File: config.mk
export PLATFORM = sky130hd
export DESIGN_NAME = scp_split_pwm
export DESIGN_NICKNAME = d
export VERILOG_FILES = /design/src/core/scp_pkg.sv /design/src/core/scp_split_pwm.sv
export SDC_FILE = /design/constraint.sdc
export NUM_CORES = 1
export LEC_CHECK = 0
export ABC_AREA = 1
export BUFFER_PORTS_ARGS = -buffer_cell sky130_fd_sc_hd__buf_2
export CAP_MARGIN = 20
export CORE_MARGIN = 10
export CORE_UTILIZATION = 60
export CTS_CLUSTER_DIAMETER = 80
export DETAILED_ROUTE_END_ITERATION = 16
export PLACE_DENSITY = 0.95
export SLEW_MARGIN = 0
export SYNTH_ARGS = -nofsm -noshare
export SYNTH_HDL_FRONTEND = slang
export SYNTH_SLANG_ARGS = --single-unit
File: constraint.sdc
create_clock -name sys_clk -period 6.4 [get_ports sys_clk]
set_input_delay 0.64 -clock sys_clk [delete_from_list [all_inputs] [get_ports sys_clk]]
set_output_delay 0.64 -clock sys_clk [all_outputs]
set_load 0.005 [all_outputs]
File: src/core/scp_pkg.sv
package scp_pkg;

	// ------------------------------------------------------------
	// Channel and cycle geometry
	// ------------------------------------------------------------
	localparam int SCP_CHANNELS = 3;
	localparam int SCP_DUTY_W   = 8;
	localparam int SCP_CYCLE    = 256;  // clocks in one full cycle
	localparam int SCP_QUAD_SUB = 64;   // clocks per quad-split sub-cycle
	localparam int SCP_DUAL_SUB = 128;  // clocks per dual-split sub-cycle
	localparam logic [7:0] SCP_CNT_LAST = 8'(SCP_CYCLE - 1);

	// ------------------------------------------------------------
	// Register map, byte addresses
	// ------------------------------------------------------------
	localparam int SCP_ADDR_W = 8;
	localparam logic [7:0] SCP_OFS_DUTY0  = 8'h00; // duty_register n at +4n
	localparam logic [7:0] SCP_OFS_ENABLE = 8'h0C; // function select per ch
	localparam logic [7:0] SCP_OFS_MODE   = 8'h10; // 1 = quad, 0 = dual
	localparam logic [7:0] SCP_OFS_DIR    = 8'h14; // 1 = input
	localparam logic [7:0] SCP_OFS_DOUT   = 8'h18; // port output data
	localparam logic [7:0] SCP_OFS_PULL   = 8'h1C; // pull-high option
	localparam logic [7:0] SCP_OFS_STATUS = 8'h20; // read only

	// Reset values
	localparam logic [7:0] SCP_RST_DUTY   = 8'h00;
	localparam logic [2:0] SCP_RST_ENABLE = 3'h0;
	localparam logic [2:0] SCP_RST_MODE   = 3'h0;
	localparam logic [2:0] SCP_RST_DIR    = 3'h7;
	localparam logic [2:0] SCP_RST_DOUT   = 3'h0;
	localparam logic [2:0] SCP_RST_PULL   = 3'h0;

	// Status field positions
	localparam int SCP_ST_CNT_LSB = 0;  // [7:0] cycle counter
	localparam int SCP_ST_LVL_LSB = 8;  // [10:8] waveform levels
	localparam int SCP_ST_PIN_LSB = 12; // [14:12] pin input levels

	// AXI responses
	localparam logic [1:0] SCP_RESP_OKAY   = 2'h0;
	localparam logic [1:0] SCP_RESP_SLVERR = 2'h2;

	// Settings a channel runs one whole cycle with
	typedef struct packed {
		logic       quad;
		logic [7:0] duty;
	} scp_chan_type;

	localparam scp_chan_type SCP_RST_CHAN = '{quad: 1'b0, duty: 8'h00};

	// Waveform level for a duty, mode and position in the full cycle
	function automatic logic scp_level(input logic [7:0] duty,
		input logic quad, input logic [7:0] cnt);
		logic [7:0] pos;
		logic [7:0] lim;
		pos = 8'h00;
		lim = 8'h00;
		if (quad) begin
			pos = {2'h0, cnt[5:0]};
			lim = {2'h0, duty[7:2]} + {7'h00, (cnt[7:6] < duty[1:0])};
		end else begin
			pos = {1'h0, cnt[6:0]};
			lim = {1'h0, duty[7:1]} + {7'h00, (!cnt[7] && duty[0])};
		end
		return pos < lim;
	endfunction

endpackage

File: src/core/scp_split_pwm.sv
// Behaviour
// - Eight-bit duty, full cycle is 256 clocks
// - Sub-cycle rate clock/128 dual, clock/64 quad
// - Quad mode: four 64-clock sub-cycles 0..3
// - Quad mode: coarse bits 7..2, extra bits 1..0
// - Quad: sub-cycle below extra gets one more
// - Dual mode: two 128-clock sub-cycles 0..1
// - Dual mode: coarse bits 7..1, extra bit 0
// - Dual: sub-cycle below extra gets one more
// - One duty register per channel, duty/256
// - Splitting automatic; software sets duty, mode, enable
// - Waveform only when selected, output, data one
// - Selected output with data zero drives low
// - Direction one makes pin plain input
//
// The implementer's own choices: register access over AXI4-Lite and the register addresses.
`timescale 1ns/10ps
module scp_split_pwm import scp_pkg::*; #(
	parameter int CH_COUNT = SCP_CHANNELS
) (
	// Clock and reset
	input  wire logic                    sys_clk,
	input  wire logic                    reset,
	// AXI4-Lite write address and data
	input  wire logic [SCP_ADDR_W-1:0]   s_axi_awaddr,
	input  wire logic                    s_axi_awvalid,
	output logic                         s_axi_awready,
	input  wire logic [31:0]             s_axi_wdata,
	input  wire logic [3:0]              s_axi_wstrb,
	input  wire logic                    s_axi_wvalid,
	output logic                         s_axi_wready,
	// AXI4-Lite write response
	output logic [1:0]                   s_axi_bresp,
	output logic                         s_axi_bvalid,
	input  wire logic                    s_axi_bready,
	// AXI4-Lite read
	input  wire logic [SCP_ADDR_W-1:0]   s_axi_araddr,
	input  wire logic                    s_axi_arvalid,
	output logic                         s_axi_arready,
	output logic [31:0]                  s_axi_rdata,
	output logic [1:0]                   s_axi_rresp,
	output logic                         s_axi_rvalid,
	input  wire logic                    s_axi_rready,
	// Shared pins
	input  wire logic [CH_COUNT-1:0]     pin_in,
	output logic      [CH_COUNT-1:0]     pin_out,
	output logic      [CH_COUNT-1:0]     pin_oe,
	output logic      [CH_COUNT-1:0]     pin_pull_en
);

	// ------------------------------------------------------------
	// Declarations
	// ------------------------------------------------------------
	logic [7:0]          duty_register [CH_COUNT];
	logic [CH_COUNT-1:0] pwm_enable;
	logic [CH_COUNT-1:0] quad_mode;
	logic [CH_COUNT-1:0] port_direction;
	logic [CH_COUNT-1:0] port_output_data;
	logic [CH_COUNT-1:0] pull_high;
	scp_chan_type        active [CH_COUNT];
	logic [7:0]          cycle_cnt;
	logic [CH_COUNT-1:0] pwm_level;
	logic [CH_COUNT-1:0] next_level;
	logic                aw_held;
	logic                w_held;
	logic [SCP_ADDR_W-1:0] aw_addr;
	logic [31:0]         w_data;
	logic [3:0]          w_strb;
	logic                do_write;
	logic [31:0]         next_rdata;
	logic                next_rerr;
	logic [31:0]         status;

	// ------------------------------------------------------------
	// Cycle counter and waveform
	// ------------------------------------------------------------

	// Free running; sub-cycle index and position are slices of it
	always_ff @(posedge sys_clk or posedge reset) begin
		if (reset) begin
			cycle_cnt <= 8'h00;
		end else begin
			cycle_cnt <= cycle_cnt + 8'h01;
		end
	end

	// Duty and mode are caught only at the cycle wrap, so software may
	// write them at any time without tearing a cycle in progress
	always_ff @(posedge sys_clk or posedge reset) begin
		if (reset) begin
			for (int i = 0; i < CH_COUNT; i++) begin
				active[i] <= SCP_RST_CHAN;
			end
		end else if (cycle_cnt == SCP_CNT_LAST) begin
			for (int i = 0; i < CH_COUNT; i++) begin
				active[i].duty <= duty_register[i];
				active[i].quad <= quad_mode[i];
			end
		end
	end

	// Per-channel level from duty split into coarse and extra parts
	always_comb begin
		for (int i = 0; i < CH_COUNT; i++) begin
			next_level[i] = scp_level(active[i].duty, active[i].quad,
				cycle_cnt);
		end
	end

	// Level register feeds the status view; the pins register next_level themselves
	always_ff @(posedge sys_clk or posedge reset) begin
		if (reset) begin
			pwm_level <= '0;
		end else begin
			pwm_level <= next_level;
		end
	end

	// ------------------------------------------------------------
	// Pin control
	// ------------------------------------------------------------

	// Data bit gates the waveform; direction one releases the pin
	always_ff @(posedge sys_clk or posedge reset) begin
		if (reset) begin
			pin_out <= '0;
			pin_oe  <= '0;
		end else begin
			for (int i = 0; i < CH_COUNT; i++) begin
				pin_oe[i] <= !port_direction[i];
				if (pwm_enable[i]) begin
					pin_out[i] <= port_output_data[i] && next_level[i];
				end else begin
					pin_out[i] <= port_output_data[i];
				end
			end
		end
	end

	// Pull-high stays under software control in either function
	assign pin_pull_en = pull_high;

	// ------------------------------------------------------------
	// AXI4-Lite write side
	// ------------------------------------------------------------

	// Address and data are taken in either order; no new one until
	// the response has gone, so at most one write is in flight
	assign s_axi_awready = !aw_held && !s_axi_bvalid;
	assign s_axi_wready  = !w_held && !s_axi_bvalid;
	assign do_write      = aw_held && w_held && !s_axi_bvalid;

	always_ff @(posedge sys_clk or posedge reset) begin
		if (reset) begin
			aw_held <= 1'b0;
			aw_addr <= '0;
		end else if (s_axi_awvalid && s_axi_awready) begin
			aw_held <= 1'b1;
			aw_addr <= s_axi_awaddr;
		end else if (do_write) begin
			aw_held <= 1'b0;
		end
	end

	always_ff @(posedge sys_clk or posedge reset) begin
		if (reset) begin
			w_held <= 1'b0;
			w_data <= '0;
			w_strb <= '0;
		end else if (s_axi_wvalid && s_axi_wready) begin
			w_held <= 1'b1;
			w_data <= s_axi_wdata;
			w_strb <= s_axi_wstrb;
		end else if (do_write) begin
			w_held <= 1'b0;
		end
	end

	// Response; unmapped or read-only offsets answer SLVERR
	always_ff @(posedge sys_clk or posedge reset) begin
		if (reset) begin
			s_axi_bvalid <= 1'b0;
			s_axi_bresp  <= SCP_RESP_OKAY;
		end else if (do_write) begin
			s_axi_bvalid <= 1'b1;
			s_axi_bresp  <= (aw_addr[1:0] == 2'h0
				&& (aw_addr < SCP_OFS_DUTY0 + 8'(4 * CH_COUNT)
				|| (aw_addr >= SCP_OFS_ENABLE && aw_addr <= SCP_OFS_PULL)))
				? SCP_RESP_OKAY : SCP_RESP_SLVERR;
		end else if (s_axi_bready) begin
			s_axi_bvalid <= 1'b0;
		end
	end

	// Register storage; all fields live in byte lane 0
	always_ff @(posedge sys_clk or posedge reset) begin
		if (reset) begin
			for (int i = 0; i < CH_COUNT; i++) begin
				duty_register[i] <= SCP_RST_DUTY;
			end
			pwm_enable       <= CH_COUNT'(SCP_RST_ENABLE);
			quad_mode        <= CH_COUNT'(SCP_RST_MODE);
			port_direction   <= CH_COUNT'(SCP_RST_DIR);
			port_output_data <= CH_COUNT'(SCP_RST_DOUT);
			pull_high        <= CH_COUNT'(SCP_RST_PULL);
		end else if (do_write && w_strb[0]) begin
			for (int i = 0; i < CH_COUNT; i++) begin
				if (aw_addr == SCP_OFS_DUTY0 + 8'(4 * i)) begin
					duty_register[i] <= w_data[7:0];
				end
			end
			if (aw_addr == SCP_OFS_ENABLE) begin
				pwm_enable <= w_data[CH_COUNT-1:0];
			end else if (aw_addr == SCP_OFS_MODE) begin
				quad_mode <= w_data[CH_COUNT-1:0];
			end else if (aw_addr == SCP_OFS_DIR) begin
				port_direction <= w_data[CH_COUNT-1:0];
			end else if (aw_addr == SCP_OFS_DOUT) begin
				port_output_data <= w_data[CH_COUNT-1:0];
			end else if (aw_addr == SCP_OFS_PULL) begin
				pull_high <= w_data[CH_COUNT-1:0];
			end
		end
	end

	// ------------------------------------------------------------
	// AXI4-Lite read side
	// ------------------------------------------------------------

	// Status shows the counter, live levels and pin inputs
	always_comb begin
		status = 32'h0000_0000;
		status[SCP_ST_CNT_LSB +: 8]        = cycle_cnt;
		status[SCP_ST_LVL_LSB +: CH_COUNT] = pwm_level;
		status[SCP_ST_PIN_LSB +: CH_COUNT] = pin_in;
	end

	// Address decode
	always_comb begin
		next_rdata = 32'h0000_0000;
		next_rerr  = 1'b0;
		if (s_axi_araddr == SCP_OFS_ENABLE) begin
			next_rdata[CH_COUNT-1:0] = pwm_enable;
		end else if (s_axi_araddr == SCP_OFS_MODE) begin
			next_rdata[CH_COUNT-1:0] = quad_mode;
		end else if (s_axi_araddr == SCP_OFS_DIR) begin
			next_rdata[CH_COUNT-1:0] = port_direction;
		end else if (s_axi_araddr == SCP_OFS_DOUT) begin
			next_rdata[CH_COUNT-1:0] = port_output_data;
		end else if (s_axi_araddr == SCP_OFS_PULL) begin
			next_rdata[CH_COUNT-1:0] = pull_high;
		end else if (s_axi_araddr == SCP_OFS_STATUS) begin
			next_rdata = status;
		end else begin
			next_rerr = 1'b1;
			for (int i = 0; i < CH_COUNT; i++) begin
				if (s_axi_araddr == SCP_OFS_DUTY0 + 8'(4 * i)) begin
					next_rdata[7:0] = duty_register[i];
					next_rerr       = 1'b0;
				end
			end
		end
	end

	assign s_axi_arready = !s_axi_rvalid;

	// One read in flight; data held until rready
	always_ff @(posedge sys_clk or posedge reset) begin
		if (reset) begin
			s_axi_rvalid <= 1'b0;
			s_axi_rdata  <= 32'h0000_0000;
			s_axi_rresp  <= SCP_RESP_OKAY;
		end else if (s_axi_arvalid && s_axi_arready) begin
			s_axi_rvalid <= 1'b1;
			s_axi_rdata  <= next_rdata;
			s_axi_rresp  <= next_rerr ? SCP_RESP_SLVERR : SCP_RESP_OKAY;
		end else if (s_axi_rready) begin
			s_axi_rvalid <= 1'b0;
		end
	end

	// ------------------------------------------------------------
	// Assertions and covers: channel 0, counter wrap, write response
	// ------------------------------------------------------------
	logic [8:0] high_sum;

	// Sum of levels over a full cycle, for the overall duty check
	always_ff @(posedge sys_clk or posedge reset) begin
		if (reset) begin
			high_sum <= 9'h000;
		end else if (cycle_cnt == SCP_CNT_LAST) begin
			high_sum <= 9'h000;
		end else begin
			high_sum <= high_sum + {8'h00, next_level[0]};
		end
	end
endmodule // scp_split_pwm

==> Word level (Yosys, flattened, before mapping) <==
Index checks and enable logic that the tools add are counted.
{ "word_totals": {"output_inout_bits": 50, "inputBits": 62, "regBits": 140, "elab_cells": 146} }
{ "op_classes": {"bitwise_logic": 4, "n_reduce_logical": 40, "n_eq_ne": 16, "magnitude_cmp": 9, "mux": 42, "addsub": 7} }
{ "op_table": {"columns": ["cell", "count"], "rows": [
  ["== test 8 x 5 -> 1 bit, second input constant", 8],
  ["2-to-1 mux 8 bit", 7],
  ["2-to-1 mux 12 bit", 4],
  ["== test 8 x 4 -> 1 bit, second input constant", 4],
  ["2-to-1 mux 29 bit", 1],
  ["2-to-1 mux 7 bit", 4],
  ["adder 7 x 1 -> 8 bit", 3],
  ["< comparator 8 bit", 3],
  ["adder 6 x 1 -> 7 bit", 3],
  ["2-to-1 mux 1 bit", 19],
  ["== test 8 x 3 -> 1 bit, second input constant", 2],
  ["logical AND 1 bit", 16],
  ["logical NOT 8 bit", 2],
  ["2-to-1 mux 3 bit", 5],
  ["adder 8 x 1 -> 8 bit, second input constant", 1],
  ["== test 8 x 6 -> 1 bit, second input constant", 1],
  ["== test 8 bit, second input constant", 1],
  [">= comparator 8 x 4 -> 1 bit, second input constant", 1],
  ["less-or-equal comparator 8 x 5 -> 1 bit, second input constant", 1],
  ["logical NOT 1 bit", 8],
  ["< comparator 8 x 4 -> 1 bit, second input constant", 1],
  ["AND reduction 2 bit", 4],
  ["nonzero test 2 bit", 4],
  ["< comparator 2 bit", 3],
  ["8 further kinds", 12]
]} }

==> Longest topological paths before layout <==
Gate-level depths: netlist (run 1).
{ "logic_depth": {"ltp_word": 11, "ltp_mapped": 16, "depth_no_buf": 16} }

==> Worst setup path before layout (run 1) <==
OpenSTA, ideal clock, no wires.
{ "synth_path": {"kind": "reg2reg", "from": "register cycle_cnt[7]", "to": "register pin_out[1]", "required_ns": 6.278, "period_less_slack_ns": 2.352, "arrival_ns": 2.231, "stages_incl_launch_ff": 16, "setup_ns": 0.122, "path_buffers": 0, "path_slack_ns": 4.048, "path_cell_list": "dfrtp_1 -> ha_1 -> a21oi_1 -> ha_1 -> ha_1 -> inv_1 -> nor2_1 -> or2_2 -> a32oi_1 -> ha_1 -> a21oi_1 -> nand3b_1 -> nand2_1 -> inv_1 -> nand2_1 -> a21boi_1"} }
{ "synth_via": {"elab_chain_len": 7, "elab_cells_between_ends": 9, "cone_classes": "add/sub (2); order compare (2); mux (2); reduce/logical (3)"} }
{ "synth_rtl": {"columns": ["item", "line", "source"], "rows": [
  ["start, declared", "scp_split_pwm.sv:61", "logic [7:0] cycle_cnt;"],
  ["start signal, assigned", "scp_split_pwm.sv:83", "cycle_cnt <= cycle_cnt + 8'h01;"],
  ["branches (longest 3 deep; another with adder 6 x 1 -> 7 bit)", null, null],
  ["2-to-1 mux 8 bit (*)", "scp_pkg.sv:57", "if (quad) begin"],
  ["< comparator 8 bit (*)", "scp_pkg.sv:64", "return pos < lim;"],
  ["logical AND 1 bit (*)", "scp_split_pwm.sv:132", "pin_out[i] <= port_output_data[i] && next_level[i];"],
  ["2-to-1 mux 1 bit (*)", "scp_split_pwm.sv:131", "if (pwm_enable[i]) begin"],
  ["end signal, assigned by index", "scp_split_pwm.sv:132", null],
  ["end signal, assigned by index", "scp_split_pwm.sv:134", "pin_out[i] <= port_output_data[i];"],
  ["end, declared", "scp_split_pwm.sv:46", "output logic [CH_COUNT-1:0] pin_out,"]
]} }
Every way passes the cells marked *.
A chain may end at the register's enable or synchronous reset.

==> Worst setup path after layout (run 1) <==
{ "layout_path": {"from": "register cycle_cnt[7]", "to": "register pin_out[2]"} }
Same word-level chain as after synthesis.

==> run_results.csv, run 1 <==
group,metric,value,unit
grt,met1_usage,25.09,%
grt,grt_pass1_vias,5934,
synth,synth-xor-area-share,1.173,%
timing,slew_headroom,29.87,%
placed_design,dpl.hpwl,12.03,mm
synth,synth_compound_area_share,13.99,%
die,die_y,125.8,um
synth,yosys.area_share.adder,6.331,%
timing,min_period,2.952,ns
synth,syn_inst,786,
grt,grt_start_max_net_pins,65,
timing,finalHoldViolCount,0,
pwr,p_total,2.239,mW
outcome,outcome,"finished clean",
timing,timing.final.crit_share,46.12,%
clock_network,clk_path_buf_depth,2,
grt,antenna_found_initial,2,
synth,yosysSeqAreaShare,44.75,%
placed_design,globalplace.congestion,0.9161,
die,io_pins,112,
layout,stdcell_area,7590,um2
die,rows,38,
synth,yosysTopAreaCell,"dfrtp_1",
placed_design,place_inst,974,
synth,post-synth-top-area-fraction,43.58,%
clock_network,clkLatencyLatePin,0.55,ns
grt,grtUsageTotal,22.57,%
timing,fmax,338.8,MHz
route,avgViaCountPerCell,5.849,
setup_path,r2r_slack,3.45,ns
synth,synth_area_leaders,"dfrtp_1 (44%), nand2_1 (9.0%), ha_1 (6.3%)",
clock_network,post_cts_resized,0,
route,wire_per_inst,17.87,um
setup_path,rr_endpoint,"pin_out[2]",
placed_design,port_buffers,64,
synth,yosys_warnings,0,
timing,rsz0062_at_grt,"no",
timing,slew_viol_final,0,
route,drt_first_pass_iters,6,
synth,synth_most_common_cell,"nand2_1",
grt,grt_overflow_total,0,
setup_path,start_kind,"register",
route,wl,18.00,mm
synth,synth-main-ff-cell,"dfrtp_1",
placed_design,place_area,7034,um2
pwr,vdd_ir_drop_max,0.4000,mV
die,initial_core_util,61.71,%
setup_path,cp-end-kind,"register",
placed_design,pre_cts_ws,3.632,ns
grt,grt_use_met2,37.78,%
synth,synth_common_cells,"nand2_1 (161), dfrtp_1 (117), inv_1 (86)",
die,die_w,125.8,um
clock_network,cts_buffers,17,
timing,worst_slack,3.448,ns
route,drc,0,
setup_path,reg2regPathDepth,15,
route,num_vias,5890,
clock_network,cts_tree,"built",
layout,final_core_util,69.71,%
min_path,min_path_type,"primary input to asynchronous set/reset pin",
clock_network,clock-sinks,120,
synth,syn-cell-area,6719,um2
setup_path,slowest_stage,"dfrtp_1",
route,postRouteAntennaNets,0,
setup_path,crit_top_cell,"ha_1",
setup_path,crit_family,"adder cells",
synth,yosys.area_share.simple,22.14,%
setup_path,crit_chain,"ha_1 > a21oi_1 > ha_1 > ha_1 > inv_1 > nor2_1 > a21oi_1 > o21ai_0 > o21ai_0 > ha_1 > nand2_1 > nor2_1 > nand2_1 > nand2_1 > a21boi_0",
pwr,power_density,295.0,nW/um2
setup_path,path_buf_inv,1,
layout,nets,949,
synth,ys_types,45,
timing,hold_slack,0.2016,ns
route,drt_iter0_markers,564,
clock_network,cts_max_level,4,
setup_path,path_class,"register to register",
grt,busiest_layer,"met2",
timing,setup_viol,0,
clock_network,post_cts_buffers,0,
clock_network,cts_hold_buffers,0,
layout,layout-drive-gt1-share,18.94,%
synth,synth-edff-count,0,
synth,synth_top_family_by_area,"simple AND/OR/NAND/NOR gates",
grt,grt_pass1_wl,29.54,mm
setup_path,crit_required,6.81,ns
synth,muxShareOfSynthArea,2.291,%
timing,skew,0.007408,ns
setup_path,timing.rr.start,"cycle_cnt[7]",
timing,final.setup.tns,0,ns
die,die-area,15830,um2
clock_network,path_clk_slew,0.06,ns
timing,worstMarginPinSlew,1.048,ns
synth,async_flop_share,100.0,%
setup_path,critPathMaxFanout,9,
synth,avgSynthCellArea,8.548,um2
job,cap_violations,0,
layout,final_cells,1007,
setup_path,cp_slowest_stage_delay,0.59,ns
clock_network,ctsRootBufferMaster,"clkbuf_8",
grt,grt_use_met3,7.718,%
synth,ys_seq_elements,120,
die,core-area,10890,um2
setup_path,critPathArrivalTime,3.36,ns
pwr,p_leak,3.861,nW
layout,area_delta_synth_final,12.96,%
## power breakdown
group          switching [mW]  total (mW)  internal (mW)
sequential             0.0876       0.960          0.872
clock                   0.368       0.895          0.527
combinational           0.263       0.384          0.121
total                   0.718        2.24           1.52
## routing by layer
| metal | part of all wire, % | routed length (um) |
|---|---|---|
| met1 | 37 | 6653 |
| met2 | 49 | 8864 |
| met3 | 9.8 | 1758 |
| met4 | 3.9 | 705 |
| met5 | 0.10 | 18 |
## state kept, by name (all words and copies together) (netlist names)
signal            count
port_output_data      3
w_data                8
pwm_level             3
w_held                1
s_axi_bresp           1
duty_register        24
s_axi_rdata          14
cycle_cnt             8
pwm_enable            3
s_axi_rresp           1
pin_oe                3
s_axi_rvalid          1
pin_pull_en           3
active               27
port_direction        3
aw_addr               8
aw_held               1
s_axi_bvalid          1
pin_out               3
w_strb                1
quad_mode             3
## cell type report
class	count	area (um2)
clock buffer	19	431.7
tap	140	175.2
antenna	1	2.502
sequential	120	3007
multi-input combinational	554	3161
fill	757	3298
timing repair buffer	65	327.8
inverter	95	364.1
clock inverter	13	121.4
## logic make-up after synthesis
group	Yosys count
AOI/OAI and AO/OA	165
xor gates and xnor gates	9
adders and majority gates	34
buffers and inverters	131
DFF	120
muxes	13
other	1
and+or+nand+nor	313
## placed cells by master (no fill, tap or decap), types with 7 or more instances in the layout
cell / synthesis / final
mux2_2: 7 / 7
conb_1: 1 / 20
a21oi_1: 50 / 50
o21ai_1: 41 / 41
o21ai_0: 37 / 37
a21oi_2: 10 / 10
nand4_1: 10 / 10
nand3_1: 32 / 32
nor2_1: 70 / 70
dfrtp_1: 117 / 117
nand2_1: 161 / 161
buf_2: 5 / 64
inv_1: 86 / 85
xor2_1: 9 / 9
clkbuf_16: 0 / 16
ha_1: 34 / 34
## worst max-delay path by stage
stage                      start          to  slack (ns)  cells past startpoint
floorplan                  reset   active[0]        2.58                      1
detailed placement  cycle_cnt[7]  pin_out[2]        3.63                     15
finish              cycle_cnt[7]  pin_out[2]        3.45                     15
global placement    cycle_cnt[7]  pin_out[0]        3.69                     15
CTS                 cycle_cnt[7]  pin_out[2]        3.52                     15
global route        cycle_cnt[7]  pin_out[2]        3.26                     15
Power figures use the tool's default switching activity.
==> run 2, diff against run 1 <==
CORE_UTILIZATION = 51   (was 60)
PLACE_DENSITY = 0.87   (was 0.95)
clock period = 2.45 ns   (was 6.4 ns; I/O delays follow)
==> run 2 against run 1 <==
Effect of this change: count of clock-buffer cells in the layout stayed put; highest routed layer is now met4; largest cell class unchanged; final area is 7.6% higher; worst hold slack worse by 0.21 ns; critical path type unchanged; clock power grew to 2.9 times the previous value; largest power group is now clock; non-clock buffer count is 18 higher; die area is 15% higher; combinational power grew to 2.6 times the previous value; the flow now finishes with violations (hold timing, setup timing); worst setup slack worse by 3.6 ns; final cell count is 4.9% higher; routed wire length is 0.56% higher.
==> run_results.csv, run 2 (synthesized netlist as in run 1, its figures left out) <==
group,metric,value,unit
outcome,outcome,"finished with violations",
outcome,violations,"hold timing, setup timing",
job,cap_violations,0,
layout,area_delta_synth_final,21.49,%
timing,finalHoldViolCount,3,
clock_network,cts_max_level,4,
grt,grt_start_max_net_pins,121,
timing,setup_viol,6,
placed_design,place_inst,1018,
die,rows,41,
die,die_w,134.8,um
clock_network,path_clk_slew,0.06,ns
setup_path,r2r_slack,-0.12,ns
timing,timing.final.crit_share,105.0,%
clock_network,cts_buffers,17,
timing,hold_slack,-0.009983,ns
grt,antenna_found_initial,0,
setup_path,crit_required,2.76,ns
grt,grtUsageTotal,19.42,%
layout,largest_reg_flops,27,
setup_path,crit_family,"adder cells",
die,io_pins,112,
layout,nets,967,
grt,grt_pass1_vias,5834,
setup_path,path_class,"register to register",
setup_path,critPathArrivalTime,2.88,ns
min_path,min_path_type,"primary input to asynchronous set/reset pin",
setup_path,critPathMaxFanout,6,
setup_path,cp-end-kind,"register",
setup_path,start_kind,"register",
layout,top_register,"active",
clock_network,clkLatencyLatePin,0.43,ns
timing,slew_viol_final,0,
grt,grt_pass1_wl,28.55,mm
setup_path,slowest_stage,"dfrtp_2",
setup_path,rr_endpoint,"pin_out[0]",
layout,final_cell_mix,"nand2_1 (156), dfrtp_1 (116), inv_1 (75)",
placed_design,port_buffers,64,
layout,layout-drive-gt1-share,26.81,%
route,wl,18.10,mm
die,die-area,18170,um2
clock_network,clk_path_buf_depth,2,
setup_path,timing.rr.start,"cycle_cnt[7]",
route,wire_per_inst,17.14,um
route,drt_iter0_markers,516,
pwr,vdd_ir_drop_max,0.7984,mV
layout,top_regs,"active: 27 flops, duty_register: 24 flops, s_axi_rdata: 14 flops",
route,postRouteAntennaNets,0,
pwr,p_total,6.080,mW
placed_design,dpl.hpwl,12.05,mm
route,avgViaCountPerCell,5.587,
layout,mostFrequentLayoutCell,"nand2_1",
layout,final_cells,1056,
timing,skew,0.008131,ns
setup_path,path_buf_inv,2,
route,drc,0,
timing,fmax,388.7,MHz
setup_path,reg2regPathDepth,14,
grt,grt_overflow_total,0,
setup_path,cp_slowest_stage_delay,0.50,ns
die,core-area,12770,um2
die,die_y,134.8,um
layout,filler_cell_count,943,
timing,worst_slack,-0.1225,ns
clock_network,cts_tree,"built",
placed_design,globalplace.congestion,0.9288,
clock_network,clock-sinks,120,
timing,worstMarginPinSlew,0.6303,ns
timing,min_period,2.573,ns
clock_network,ctsRootBufferMaster,"clkbuf_16",
placed_design,pre_cts_ws,-0.2020,ns
pwr,power_density,744.8,nW/um2
setup_path,crit_chain,"ha_4 > a21oi_2 > ha_2 > ha_4 > inv_2 > buf_4 > o21ai_0 > a32oi_1 > ha_1 > nand2_1 > nor2_1 > nand2_1 > nand2_2 > a21boi_2",
die,initial_core_util,52.60,%
timing,rsz0062_at_grt,"yes",
pwr,p_leak,3.965,nW
route,num_vias,5900,
route,drt_first_pass_iters,5,
timing,slew_headroom,57.98,%
layout,n_antenna_cell,0,
## run 2: cell count changes in the layout (fill, tap and decap cells not counted), sizes merged
cell	delta
buf	+17
bufinv	+2
clkinvlp	-1
diode	-1
dlygate4sd3	+1
inv	-1
## run 2: worst max path at each step
stage	startpoint	slack, ns	to	depth (start not counted)
floorplan	cycle_cnt[7]	0.1	pin_out[1]	15
global placement	cycle_cnt[7]	-0.12	pin_out[2]	15
detailed placement	cycle_cnt[7]	-0.20	pin_out[2]	15
CTS	cycle_cnt[7]	-0.11	pin_out[2]	15
global route	cycle_cnt[7]	-0.24	pin_out[0]	15
finish	cycle_cnt[7]	-0.12	pin_out[0]	14
## run 2: through the flow
stage	instance area [um2]	setup TNS [ns]	utilization (%)
floorplan	6794	0	-
global placement	7191	-0.5224	56.29
detailed placement	7191	-0.9258	56.29
CTS	7951	-0.3109	62.25
global route	8163	-1.023	63.90
finish	8163	-0.3563	63.90
## run 2: area by class of cell
type,count,area (um2),share of cell area [%]
Clock inverter,13,170.2,2.085
Sequential cell,120,3008,36.85
Tap cell,172,215.2,2.636
Multi-Input combinational cell,554,3467,42.47
Timing Repair Buffer,83,494.2,6.055
Inverter,95,365.4,4.476
Clock buffer,19,442.9,5.426
## run 2: worst reg2reg max path: stages, from the launching register on
cell	delay [ns]
dfrtp_2	0.50
ha_4	0.25
a21oi_2	0.15
ha_2	0.23
ha_4	0.15
inv_2	0.05
buf_4	0.13
o21ai_0	0.17
a32oi_1	0.10
ha_1	0.29
nand2_1	0.06
nor2_1	0.12
nand2_1	0.08
nand2_2	0.13
a21boi_2	0.06
## run 2: report_power, final
part | internal [mW] | switching (mW) | total, mW
Combinational | 0.325 | 0.658 | 0.983
Sequential | 2.28 | 0.237 | 2.52
Clock | 1.64 | 0.946 | 2.58
## run 2: what timing repair did
item,4_1_cts,5_1_grt
gates resized for setup,43,45
buffers inserted,1,4
endpoints found under the hold margin,1,0
endpoints found under the setup margin,6,6
hold buffers,1,0
pin swaps,16,28
## run 2: per-layer routing
metal	GRT usage, %	wire length (um)	vias to the layer above
met5	0	0	-
met3	4.748	1508	59
met4	8.162	650	0
met2	32.74	8983	295
li1	-	-	2739
met1	23.09	6956	2807
